$ cat src/hw/pcs_pkg.sv
// Package for the program counter sequencing unit: widths, reset values,
// field positions and the one-hot encoding of the sequencing operation.
// Assumes nothing of its surroundings; every user names items as pcs_pkg::name.
`default_nettype none

package pcs_pkg;

  // ==========================================================================
  // Widths
  // ==========================================================================
  localparam int PC_W     = 13;  // Full program counter.
  localparam int LOW_W    = 8;   // Software-visible low byte.
  localparam int UP_W     = 5;   // Upper counter bits 12..8.
  localparam int TGT_W    = 11;  // Target field of a call or jump.
  localparam int PAGE_W   = 2;   // Page select width.
  localparam int LATCH_W  = 5;   // Implemented bits of the holding latch.
  localparam int STACK_D  = 8;   // Return stack depth.
  localparam int PTR_W    = 3;   // Stack pointer width.

  // ==========================================================================
  // Field positions
  // ==========================================================================
  localparam int PAGE_LSB = 3;   // Page select bits sit at latch bits 4..3.
  localparam int PAGE_MSB = 4;

  // ==========================================================================
  // Reset values and constants
  // ==========================================================================
  localparam logic [PC_W-1:0]    PC_RST    = 13'h0000;
  localparam logic [PC_W-1:0]    PC_ONE    = 13'h0001;
  localparam logic [LATCH_W-1:0] LATCH_RST = 5'h00;
  localparam logic [PTR_W-1:0]   PTR_RST   = 3'h0;
  localparam logic [PTR_W-1:0]   PTR_ONE   = 3'h1;
  localparam logic [2:0]         LATCH_PAD = 3'h0;  // Unbuilt latch bits read 0.

  // ==========================================================================
  // Sequencing operation, one-hot
  // ==========================================================================
  typedef enum logic [6:0] {
    PCS_OP_HOLD = 7'h01,
    PCS_OP_STEP = 7'h02,
    PCS_OP_LOW  = 7'h04,
    PCS_OP_JUMP = 7'h08,
    PCS_OP_CALL = 7'h10,
    PCS_OP_VEC  = 7'h20,
    PCS_OP_RET  = 7'h40
  } pcs_op_t;

endpackage

`default_nettype wire

$ cat src/hw/pcs_stack_if.sv
// Interface between the counter core and its return stack.
// Assumes both ends share one clock; push and pop are one-cycle strobes.
`timescale 1ns/1ps
`default_nettype none

interface pcs_stack_if;
  logic                      push;
  logic                      pop;
  logic [pcs_pkg::PC_W-1:0]  push_data;
  logic [pcs_pkg::PC_W-1:0]  pop_data;

  // The core requests operations and reads the top entry.
  modport core  (output push, output pop, output push_data, input pop_data);
  // The store keeps the entries and shows the top entry.
  modport store (input push, input pop, input push_data, output pop_data);
endinterface

`default_nettype wire

$ cat src/hw/pcs_core.sv
// Program counter sequencing unit: the counter, its paged loading and the
// return stack traffic of calls, interrupt vectoring and returns.
// Assumes one request class per instruction from the decoder, all synchronous
// to clock_i; simultaneous requests are resolved by a fixed priority.
// Only the low counter byte and the latch read back; the upper counter bits
// leave the block solely on the fetch address.
`timescale 1ns/1ps
`default_nettype none

module pcs_core #(
  parameter logic [pcs_pkg::PC_W-1:0] VECTOR_ADDR = 13'h0004  // Interrupt vector.
) (
  input  wire logic                         clock_i,
  input  wire logic                         rst_n_i,
  input  wire logic                         fetch_i,
  input  wire logic                         low_wr_i,
  input  wire logic [pcs_pkg::LOW_W-1:0]    low_wdata_i,
  input  wire logic                         latch_wr_i,
  input  wire logic [pcs_pkg::LOW_W-1:0]    latch_wdata_i,
  input  wire logic                         jump_i,
  input  wire logic                         call_i,
  input  wire logic [pcs_pkg::TGT_W-1:0]    target_i,
  input  wire logic                         vector_i,
  input  wire logic                         return_i,
  input  wire logic                         return_with_literal_i,
  input  wire logic                         return_from_interrupt_i,
  output logic      [pcs_pkg::PC_W-1:0]     pc_o,
  output logic      [pcs_pkg::LOW_W-1:0]    counter_low_byte_o,
  output logic      [pcs_pkg::LOW_W-1:0]    counter_high_holding_latch_o
);

  // ==========================================================================
  // Decoding helpers
  // ==========================================================================

  // Builds a paged branch address from the page bits and the target field.
  function automatic logic [pcs_pkg::PC_W-1:0] paged_addr(
    input logic [pcs_pkg::LATCH_W-1:0] latch,
    input logic [pcs_pkg::TGT_W-1:0]   target
  );
    paged_addr = {latch[pcs_pkg::PAGE_MSB:pcs_pkg::PAGE_LSB], target};
  endfunction

  // Picks one operation; returns first, then vectoring, calls, jumps, low
  // byte writes and plain steps, so a branch always beats a fetch.
  function automatic pcs_pkg::pcs_op_t pick_op(
    input logic ret,
    input logic vec,
    input logic call,
    input logic jump,
    input logic low,
    input logic step
  );
    if (ret) begin
      pick_op = pcs_pkg::PCS_OP_RET;
    end else if (vec) begin
      pick_op = pcs_pkg::PCS_OP_VEC;
    end else if (call) begin
      pick_op = pcs_pkg::PCS_OP_CALL;
    end else if (jump) begin
      pick_op = pcs_pkg::PCS_OP_JUMP;
    end else if (low) begin
      pick_op = pcs_pkg::PCS_OP_LOW;
    end else if (step) begin
      pick_op = pcs_pkg::PCS_OP_STEP;
    end else begin
      pick_op = pcs_pkg::PCS_OP_HOLD;
    end
  endfunction

  // ==========================================================================
  // Signals
  // ==========================================================================
  pcs_stack_if                        stk ();
  pcs_pkg::pcs_op_t                   op_sel;
  logic                               any_return;
  logic [pcs_pkg::PC_W-1:0]           pc_q;
  logic [pcs_pkg::PC_W-1:0]           pc_d;
  logic [pcs_pkg::PC_W-1:0]           pc_step;
  logic [pcs_pkg::PC_W-1:0]           pc_low;
  logic [pcs_pkg::PC_W-1:0]           pc_branch;
  logic [pcs_pkg::LATCH_W-1:0]        latch;

  // ==========================================================================
  // Holding latch and return stack
  // ==========================================================================

  // The latch is a plain software register; nothing else writes it.
  // Stack traffic never reaches its write strobe, so returns keep its value.
  pcs_latch u_latch (
    .clock_i (clock_i),
    .rst_n_i (rst_n_i),
    .wr_i    (latch_wr_i),
    .wdata_i (latch_wdata_i),
    .latch_o (latch),
    .rdata_o (counter_high_holding_latch_o)
  );

  // The stack has no software port at all, only the store modport.
  pcs_stack #(
    .DEPTH (pcs_pkg::STACK_D)
  ) u_stack (
    .clock_i (clock_i),
    .rst_n_i (rst_n_i),
    .stk     (stk.store)
  );

  // ==========================================================================
  // Operation select and candidate addresses
  // ==========================================================================

  // All three return kinds behave the same for the counter.
  assign any_return = return_i | return_with_literal_i | return_from_interrupt_i;
  assign op_sel     = pick_op(any_return, vector_i, call_i, jump_i, low_wr_i, fetch_i);

  // Candidate next values for each kind of load.
  assign pc_step   = pc_q + pcs_pkg::PC_ONE;
  assign pc_low    = {latch, low_wdata_i};
  assign pc_branch = paged_addr(latch, target_i);

  // Push and pop come from one decoded operation, so they never meet in one
  // cycle; the stack relies on that, and were they to meet its push would win.
  // Stack requests; a push carries the return address, the current counter.
  assign stk.push      = (op_sel == pcs_pkg::PCS_OP_CALL) |
                         (op_sel == pcs_pkg::PCS_OP_VEC);
  assign stk.pop       = (op_sel == pcs_pkg::PCS_OP_RET);
  assign stk.push_data = pc_q;

  // ==========================================================================
  // Next counter value
  // ==========================================================================

  // A pop on an empty stack is not flagged; it returns the wrapped slot.
  // Chooses the next counter from the selected operation.
  always_comb begin
    case (op_sel)
      pcs_pkg::PCS_OP_STEP: pc_d = pc_step;
      pcs_pkg::PCS_OP_LOW:  pc_d = pc_low;
      pcs_pkg::PCS_OP_JUMP: pc_d = pc_branch;
      pcs_pkg::PCS_OP_CALL: pc_d = pc_branch;
      pcs_pkg::PCS_OP_VEC:  pc_d = VECTOR_ADDR;
      pcs_pkg::PCS_OP_RET:  pc_d = stk.pop_data;
      pcs_pkg::PCS_OP_HOLD: pc_d = pc_q;
      default:              pc_d = pc_q;
    endcase
  end

  // Counter register; reset clears all thirteen bits.
  always_ff @(posedge clock_i) begin
    if (!rst_n_i) begin
      pc_q <= pcs_pkg::PC_RST;
    end else begin
      pc_q <= pc_d;
    end
  end

  // Only the low byte is readable; upper bits leave only on the fetch bus.
  assign pc_o               = pc_q;
  assign counter_low_byte_o = pc_q[pcs_pkg::LOW_W-1:0];
endmodule

`default_nettype wire

$ cat src/hw/pcs_stack.sv
// Circular return stack of the counter sequencing unit.
// Assumes push and pop never arrive together; the core guarantees this.
`timescale 1ns/1ps
`default_nettype none

module pcs_stack #(
  parameter int DEPTH = pcs_pkg::STACK_D
) (
  input  wire logic          clock_i,
  input  wire logic          rst_n_i,
  pcs_stack_if.store         stk
);

  // ==========================================================================
  // Storage and pointer
  // ==========================================================================
  logic [pcs_pkg::PC_W-1:0]  mem_q [DEPTH];
  logic [pcs_pkg::PTR_W-1:0] ptr_q;
  logic [pcs_pkg::PTR_W-1:0] top_idx;

  // The top entry sits one below the write pointer; wrap is natural.
  assign top_idx      = ptr_q - pcs_pkg::PTR_ONE;
  assign stk.pop_data = mem_q[top_idx];

  // Pointer moves up on push and down on pop; it is hidden from software.
  always_ff @(posedge clock_i) begin
    if (!rst_n_i) begin
      ptr_q <= pcs_pkg::PTR_RST;
    end else if (stk.push) begin
      ptr_q <= ptr_q + pcs_pkg::PTR_ONE;
    end else if (stk.pop) begin
      ptr_q <= top_idx;
    end
  end

  // A push overwrites the slot at the pointer, so a ninth push reuses slot 0.
  always_ff @(posedge clock_i) begin
    if (!rst_n_i) begin
      for (int i = 0; i < DEPTH; i++) begin
        mem_q[i] <= pcs_pkg::PC_RST;
      end
    end else if (stk.push) begin
      mem_q[ptr_q] <= stk.push_data;
    end
  end
endmodule

`default_nettype wire

$ cat src/hw/pcs_latch.sv
// Holding latch for the upper counter bits of the sequencing unit.
// Assumes the write strobe comes from the register write path only.
`timescale 1ns/1ps
`default_nettype none

module pcs_latch (
  input  wire logic                          clock_i,
  input  wire logic                          rst_n_i,
  input  wire logic                          wr_i,
  input  wire logic [pcs_pkg::LOW_W-1:0]     wdata_i,
  output logic      [pcs_pkg::LATCH_W-1:0]   latch_o,
  output logic      [pcs_pkg::LOW_W-1:0]     rdata_o
);

  logic [pcs_pkg::LATCH_W-1:0] latch_q;

  // Only software writes change the latch; stack traffic never does.
  always_ff @(posedge clock_i) begin
    if (!rst_n_i) begin
      latch_q <= pcs_pkg::LATCH_RST;
    end else if (wr_i) begin
      latch_q <= wdata_i[pcs_pkg::LATCH_W-1:0];
    end
  end

  // Upper latch bits are not built and read as zero.
  assign latch_o = latch_q;
  assign rdata_o = {pcs_pkg::LATCH_PAD, latch_q};

endmodule

`default_nettype wire

$ cat config.mk
export PLATFORM = sky130hd
export DESIGN_NAME = pcs_core
export DESIGN_NICKNAME = d
export VERILOG_FILES = /design/src/hw/pcs_pkg.sv /design/src/hw/pcs_stack_if.sv /design/src/hw/pcs_core.sv /design/src/hw/pcs_stack.sv /design/src/hw/pcs_latch.sv
export SDC_FILE = /design/constraint.sdc
export NUM_CORES = 1
export LEC_CHECK = 0
export BUFFER_PORTS_ARGS = -buffer_cell sky130_fd_sc_hd__buf_2
export CAP_MARGIN = 10
export CORE_MARGIN = 2
export CORE_UTILIZATION = 35
export CTS_BUF_LIST = sky130_fd_sc_hd__clkbuf_16
export CTS_CLUSTER_SIZE = 20
export DETAILED_ROUTE_END_ITERATION = 8
export GPL_ROUTABILITY_DRIVEN = 0
export PLACE_DENSITY = 0.59
export SLEW_MARGIN = 20
export SYNTH_ARGS = -nofsm -noshare
export SYNTH_HDL_FRONTEND = slang
export SYNTH_HIERARCHICAL = 1
export SYNTH_SLANG_ARGS = --single-unit
$ cat constraint.sdc
create_clock -name clock_i -period 7.83 [get_ports clock_i]
set_clock_uncertainty 0.2 [all_clocks]
set_input_delay 0 -clock clock_i [delete_from_list [all_inputs] [get_ports clock_i]]
set_output_delay 0 -clock clock_i [all_outputs]
set_load 0.01 [all_outputs]
==> impl_metrics.json, run 1 <==
{
  "status": "finished, final reports clean",
  "post_cts_buffers": 0,
  "hpwl_mm": 11.60,
  "synth-main-ff-cell": "edfxtp_1",
  "synth-compound-area-share_pct": 5.860,
  "fillerInstances": 1729,
  "drv_slew": 0,
  "coreArea_mm2": 0.01864,
  "port_buffers": 60,
  "maxCapViolCount": 0,
  "grt_use_met1_pct": 25.35,
  "syn_inst": 579,
  "yosys.area_share.simple_pct": 23.91,
  "final_common_cell": "and2_1",
  "synth-adder-area-share_pct": 0.5671,
  "ys_ff_latch": 125,
  "crit_fanout": 54,
  "grt_overflow": 0,
  "groute.layer.met3.usage_pct": 3.881,
  "clockRootBuffer": "clkbuf_16",
  "cts_buffers": 17,
  "grt_antenna_before_repair": 0,
  "drtIter0Drc": 580,
  "dp_slack_ns": 4.212,
  "syn_to_final_growth_pct": 20.13,
  "synthMuxAreaShare_pct": 8.922,
  "drive_above_1_share_pct": 16.82,
  "clkTransAtPathRegs_ns": 0.05,
  "fp.dieH_um": 141.5,
  "ys_seq_area_share_pct": 53.53,
  "dieArea_mm2": 0.02003,
  "ant_nets": 0,
  "post-route-period-util_pct": 49.69,
  "synth_edf_count": 104,
  "die_w_um": 141.5,
  "worstMarginPinSlew_ns": 0.9498,
  "power.leakage_nw": 3.041,
  "h-tree-depth": 4,
  "path_class": "reg -> reg",
  "cts_tree": "yes",
  "hold_class": "in -> reg",
  "finalNetCount": 695,
  "clk_latency_ns": 0.41,
  "clock.fmax_mhz": 257.0,
  "cts_buffer_depth": 2,
  "ios": 67,
  "synth_area_per_cell_um2": 11.43,
  "final_cell_mix": "and2_1, edfxtp_1, nand3_1, buf_2, mux2i_1",
  "rsz0062_at_grt": "no",
  "finalWorstSetupSlack_ns": 3.939,
  "async_reset_ff_share_pct": 0,
  "relSlewSlack_pct": 36.68,
  "std_cell_rows": 50,
  "grt_start_max_net_pins": 55,
  "yosysUniqueCellTypes": 59,
  "setup_viol": 0,
  "grt_busiest_layer": "met2",
  "drcViolationCount": 0,
  "grt_pass1_wl_mm": 27.38,
  "period_minus_slack_ns": 3.891,
  "cts.sinks": 125,
  "synth_top_family_by_area": "simple AND/OR/NAND/NOR gates",
  "synth_xor_xnor_area_share_pct": 1.456,
  "grt_pass1_vias": 4748,
  "required_ns": 7.93,
  "cts-resized-gates": 0,
  "drt-pass1-iter-count": 6,
  "grt_use_met2_pct": 29.28,
  "track_usage_pct": 18.39,
  "num_vias": 4882,
  "start_util_pct": 35.50,
  "routedWlPerCell_um": 19.88,
  "endpoint_kind": "flip-flop",
  "hold_viol": 0,
  "power.ir.vdd_worst_mv": 0.1601,
  "viasPerCell": 5.418,
  "synth.cell_area_mm2": 0.006619,
  "powerDensity_mw_per_mm2": 252.2,
  "cp-start-kind": "flip-flop",
  "yosysWarnings": 6,
  "holdWs_ns": 0.06633,
  "cts_hold_buffers": 46,
  "routed_wl_mm": 17.92,
  "setup_tns_ns": 0,
  "cp.arrival_ns": 3.99
}
## cells in the mapped netlist (3+ instances only)
| library cell | count | area (um2) |
|---|---|---|
| and2_1 | 106 | 663.1 |
| edfxtp_1 | 104 | 3123 |
| nand3_1 | 60 | 300.3 |
| mux2i_1 | 59 | 590.6 |
| buf_4 | 22 | 165.2 |
| o21ai_0 | 22 | 110.1 |
| dfxtp_1 | 21 | 420.4 |
| nand2_1 | 19 | 71.32 |
| and4_1 | 17 | 148.9 |
| buf_2 | 17 | 85.08 |
| nor2_1 | 13 | 48.80 |
| clkbuf_1 | 10 | 37.54 |
| a31oi_1 | 8 | 50.05 |
| inv_1 | 7 | 26.28 |
| nand2b_1 | 7 | 43.79 |
| nand4_1 | 6 | 37.54 |
| nor2b_1 | 6 | 37.54 |
| buf_6 | 5 | 56.30 |
| a21oi_1 | 4 | 20.02 |
| nor3_1 | 4 | 20.02 |
| o22ai_1 | 4 | 25.02 |
| or4_1 | 4 | 30.03 |
| a22oi_1 | 3 | 22.52 |
| ha_1 | 3 | 37.54 |
| o211ai_1 | 3 | 22.52 |
| xnor2_1 | 3 | 26.28 |
| xor2_1 | 3 | 26.28 |
## layout make-up
type                            instances  area, um2  share of cell area [%]
Sequential cell                       125       3543                   44.56
Multi-Input combinational cell        394       2749                   34.57
Timing Repair Buffer                  108      775.7                   9.756
Clock buffer                           17      425.4                   5.350
Tap cell                              234      292.8                   3.682
Clock inverter                         14      130.1                   1.637
Inverter                                8      32.53                  0.4091
Antenna cell                            1      2.502                 0.03147
## critical path, cell delays in order (launching register included)
cell,delay [ns]
dfxtp_1,0.30
buf_4,0.33
inv_4,0.19
ha_4,0.94
mux2i_1,0.47
nand3_1,0.13
and4_1,0.29
a22oi_1,0.21
o22ai_1,0.11
dlygate4sd3_1,0.56
## path summary, 6_finish.rpt
check                   start                to  slack, ns  cells past startpoint
min                  vector_i          pc_o[10]       0.07                      4
max          u_stack/ptr_q[0]           pc_o[6]       3.94                      9
max reg2reg  u_stack/ptr_q[0]           pc_o[6]       3.94                      9
min reg2reg  u_stack/ptr_q[1]  u_stack/ptr_q[1]       0.46                      2
## where the power goes
group / switching [mW] / internal (mW) / leakage, nW
clock: 0.284 / 0.460 / 0.272
sequential: 0.0937 / 0.759 / 1.25
combinational: 0.235 / 0.175 / 1.52
## logic make-up after synthesis
logic type | Yosys count
buffers and inverters | 62
xor gates and xnor gates | 8
DFF | 125
and+or+nand+nor | 261
muxes | 59
other | 1
adders and majority gates | 3
AOI/OAI and AO/OA | 60
## metal layers
metal  vias up  share of wire, %  routed length (um)
met2       187                47                8456
met3        17               6.1                1085
met5         -                 0                   0
li1       2250                 -                   -
met4         0               1.1                 203
met1      2428                46                8171
## state kept, by name, summed over array words and instances, names as in the netlist
name and cells:
u_stack/ptr_q 3, u_stack/mem_q 104, pc_o 13, u_latch/latch_o 5
## per-stage QoR
| step | util, % | std cells | power, mW | cell area, um2 |
|---|---|---|---|---|
| after global placement | 37.03 | 823 | 1.227 | 6903 |
| after CTS | 42.58 | 900 | 2.004 | 7938 |
| after global routing | 42.64 | 900 | 2.076 | 7949 |
| after floorplan | - | 581 | 1.091 | 6626 |
| final | 42.65 | 901 | 2.006 | 7951 |
| after detailed placement | 37.13 | 823 | 1.235 | 6922 |
Power figures use the tool's default switching activity.
==> run 2, diff against run 1 <==
--- a/config.mk
+++ b/config.mk
@@ -5,6 +5,7 @@
 export SDC_FILE = /design/constraint.sdc
 export NUM_CORES = 1
 export LEC_CHECK = 0
+export ABC_AREA = 1
 export BUFFER_PORTS_ARGS = -buffer_cell sky130_fd_sc_hd__buf_2
 export CAP_MARGIN = 10
 export CORE_MARGIN = 2
==> constraint.sdc (replaced) <==
create_clock -name clock_i -period 3.9 [get_ports clock_i]
set_clock_uncertainty 0.2 [all_clocks]
set_input_delay 0 -clock clock_i [delete_from_list [all_inputs] [get_ports clock_i]]
set_output_delay 0 -clock clock_i [all_outputs]
set_load 0.01 [all_outputs]
==> run 2 against run 1 <==
  * Global-route usage is 0.14 points higher
  * Count of clock-buffer cells in the layout unchanged
  * Routed wire length is 4.7% higher
  * Critical path depth grew 2
  * Sequential cell count did not move
  * Worst hold slack got worse by 0.041 ns
  * Core utilization is 0.17 points higher
  * First-iteration DRC count is 25% lower
  * Clock power is 110% higher
  * Combinational power up 100%
  * Non-clock buffer count up 8
  * Critical endpoint is now pc_o[0]
  * Largest power group unchanged
  * Highest routed layer unchanged
==> impl_metrics.json, run 2 <==
{
  "routedWlPerCell_um": 15.09,
  "synth_area_leaders": "edfxtp_1, nand2_1, inv_1, nor2_1, nand3_1",
  "dpl-instance-area_mm2": 0.007151,
  "clock_power_share_pct": 39.2,
  "yosys.area_share.simple_pct": 30.42,
  "post_cts_buffers": 0,
  "finalNetCount": 1006,
  "hold_viol": 0,
  "required_ns": 4.06,
  "period_minus_slack_ns": 3.671,
  "largest_reg_flops": 104,
  "ios": 67,
  "status": "finished, final reports clean",
  "num_antenna_cells": 0,
  "hold_class": "in -> reg",
  "cts_buffer_depth": 2,
  "clock.fmax_mhz": 272.4,
  "yosysWarnings": 6,
  "yosysUniqueCellTypes": 33,
  "final_cells": 1243,
  "r2r_cells": 12,
  "seqCellArea_mm2": 0.003545,
  "hpwl_mm": 11.72,
  "top_register": "u_stack/mem_q",
  "ant_nets": 0,
  "setup_tns_ns": 0,
  "setup_viol": 0,
  "powerDensity_mw_per_mm2": 481.6,
  "fin_area_mm2": 0.008252,
  "r2r-end": "pc_o[2]",
  "p_switching_mw": 1.200,
  "drtIter0Drc": 434,
  "clk_latency_ns": 0.42,
  "synth_top_area_share_pct": 45.76,
  "crit_fanout": 18,
  "ys_ff_latch": 125,
  "comb_power_share_pct": 20.7,
  "hp-start": "fetch_i",
  "std_cell_rows": 51,
  "grt_antenna_before_repair": 0,
  "min_to": "pc_o[2]",
  "ys_top_cells_by_count": "nand2_1, inv_1, nor2_1",
  "syn_inst": 881,
  "fillerInstances": 1927,
  "post-route-period-util_pct": 94.14,
  "cts_buffers": 17,
  "h-tree-depth": 4,
  "final_cell_mix": "nand2_1, inv_1, nor2_1",
  "power.leakage_nw": 3.829,
  "clockRootBuffer": "clkbuf_16",
  "min_path_cells": 4,
  "port_buffers": 60,
  "dpl.cell_count": 1159,
  "synth_top_area_cell": "edfxtp_1",
  "finalPower_mw": 3.974,
  "rsz0062_at_grt": "no",
  "num_vias": 5739,
  "relSlewSlack_pct": 53.74,
  "drcViolationCount": 0,
  "track_usage_pct": 18.53,
  "grt_start_max_net_pins": 55,
  "synth.cell_area_mm2": 0.006824,
  "drive_above_1_share_pct": 11.76,
  "worstMarginPinSlew_ns": 0.6913,
  "grt_pass1_vias": 5244,
  "start_util_pct": 35.41,
  "ys_seq_area_share_pct": 51.93,
  "syn_to_final_growth_pct": 20.92,
  "coreArea_mm2": 0.01927,
  "pwr-share-seq_pct": 40.1,
  "cts_tree": "yes",
  "cp-start-kind": "input pin",
  "power.ir.vdd_worst_mv": 0.2153,
  "finalWorstSetupSlack_ns": 0.2285,
  "path_class": "in -> reg",
  "cts.sinks": 125,
  "final_util_pct": 42.82,
  "die_w_um": 143.6,
  "holdWs_ns": 0.02492,
  "clkTransAtPathRegs_ns": 0.06,
  "switching_share_pct": 30.21,
  "grt_overflow": 0,
  "synth_xor_xnor_area_share_pct": 0.7517,
  "endpoint_kind": "flip-flop",
  "synthMuxAreaShare_pct": 0,
  "worstReg2RegStart": "u_stack/ptr_q[0]",
  "p_int_mw": 2.774,
  "synth-adder-area-share_pct": 0.5501,
  "drv_slew": 0,
  "fp.dieH_um": 143.6,
  "synth-compound-area-share_pct": 2.659,
  "final_common_cell": "nand2_1",
  "rrSetupSlack_ns": 0.54,
  "drt-pass1-iter-count": 5,
  "maxCapViolCount": 0,
  "synth_top_family_by_area": "simple AND/OR/NAND/NOR gates",
  "routed_wl_mm": 18.75,
  "dp_slack_ns": 1.050,
  "synth_area_per_cell_um2": 7.746,
  "grt_pass1_wl_mm": 28.22,
  "viasPerCell": 4.617,
  "async_reset_ff_share_pct": 0,
  "yosysMostFrequentCell": "nand2_1",
  "synth_edf_count": 104,
  "cp.arrival_ns": 3.84,
  "synth-main-ff-cell": "edfxtp_1",
  "multi_input_area_mm2": 0.002357,
  "dieArea_mm2": 0.02063
}
-- run 2: changes by cell type after synthesis, moves of 6 or more --
cell	change
nand2_1	+235
inv_1	+139
nor2_1	+124
and2_1	-106
mux2i_1	-59
nand3_1	+36
a21oi_1	+17
and4_1	-17
o21ai_0	-13
a31oi_1	-8
inv_2	+7
nand2b_1	-7
nor2b_1	-6
-- run 2: area by class of cell --
cell class / count / share of cell area [%]
flip-flops and latches: 125 / 42.96
clock inverters: 15 / 1.880
well taps: 265 / 4.018
multi-input cells: 550 / 28.57
inverters: 155 / 7.111
clock buffers: 17 / 5.155
repair buffers: 116 / 10.31
-- run 2: repair_timing --
| item | CTS | global route |
|---|---|---|
| resized for setup | 0 | 0 |
| hold buffers | 52 | 0 |
| hold endpoints to repair | 20 | 0 |
-- run 2: worst max-delay path by stage --
stage | depth (start not counted) | startpoint | end | slack [ns]
global placement | 13 | u_stack/ptr_q[0] | pc_o[9] | 1.04
global route | 11 | return_i | pc_o[0] | 0.09
finish | 11 | return_i | pc_o[0] | 0.23
CTS | 11 | return_i | pc_o[0] | 0.26
detailed placement | 13 | u_stack/ptr_q[0] | pc_o[9] | 1.05
floorplan | 17 | u_stack/ptr_q[0] | pc_o[9] | 1.55
-- run 2: kinds of logic after synthesis --
group	Yosys count
AO/OA/AOI/OAI	35
XOR/XNOR	5
adder cells (fa/ha/maj)	3
buffers and inverters	208
flip-flops	125
other	1
AND/OR/NAND/NOR	504
-- run 2: layer usage --
| metal | GRT usage [%] | part of all wire (%) | up-vias |
|---|---|---|---|
| met5 | 0 | 0 | - |
| met4 | 7.792 | 3.1 | 0 |
| met3 | 3.232 | 5.2 | 39 |
| met2 | 29.45 | 45 | 202 |
| met1 | 25.01 | 46 | 2624 |
| li1 | - | - | 2874 |
-- run 2: worst max-delay path, stage by stage --
cell,delay [ns]
dlygate4sd3_1,0.53
buf_2,0.12
nor2_2,0.06
dlygate4sd3_1,0.59
nand2_4,0.17
nor3_4,0.28
dlygate4sd3_1,0.77
nand2_1,0.08
dlygate4sd3_1,0.56
a21oi_1,0.12
dlygate4sd3_1,0.55
-- run 2: power by group through the flow --
| stage | Sequential, mW | Combinational [mW] | Clock, mW |
|---|---|---|---|
| final | 1.59 | 0.823 | 1.56 |
| after global routing | 1.60 | 0.911 | 1.64 |
| after CTS | 1.59 | 0.818 | 1.58 |
| after detailed placement | 1.62 | 0.750 | 0 |
| after global placement | 1.62 | 0.751 | 0 |
| after floorplan | 1.61 | 0.504 | 0 |
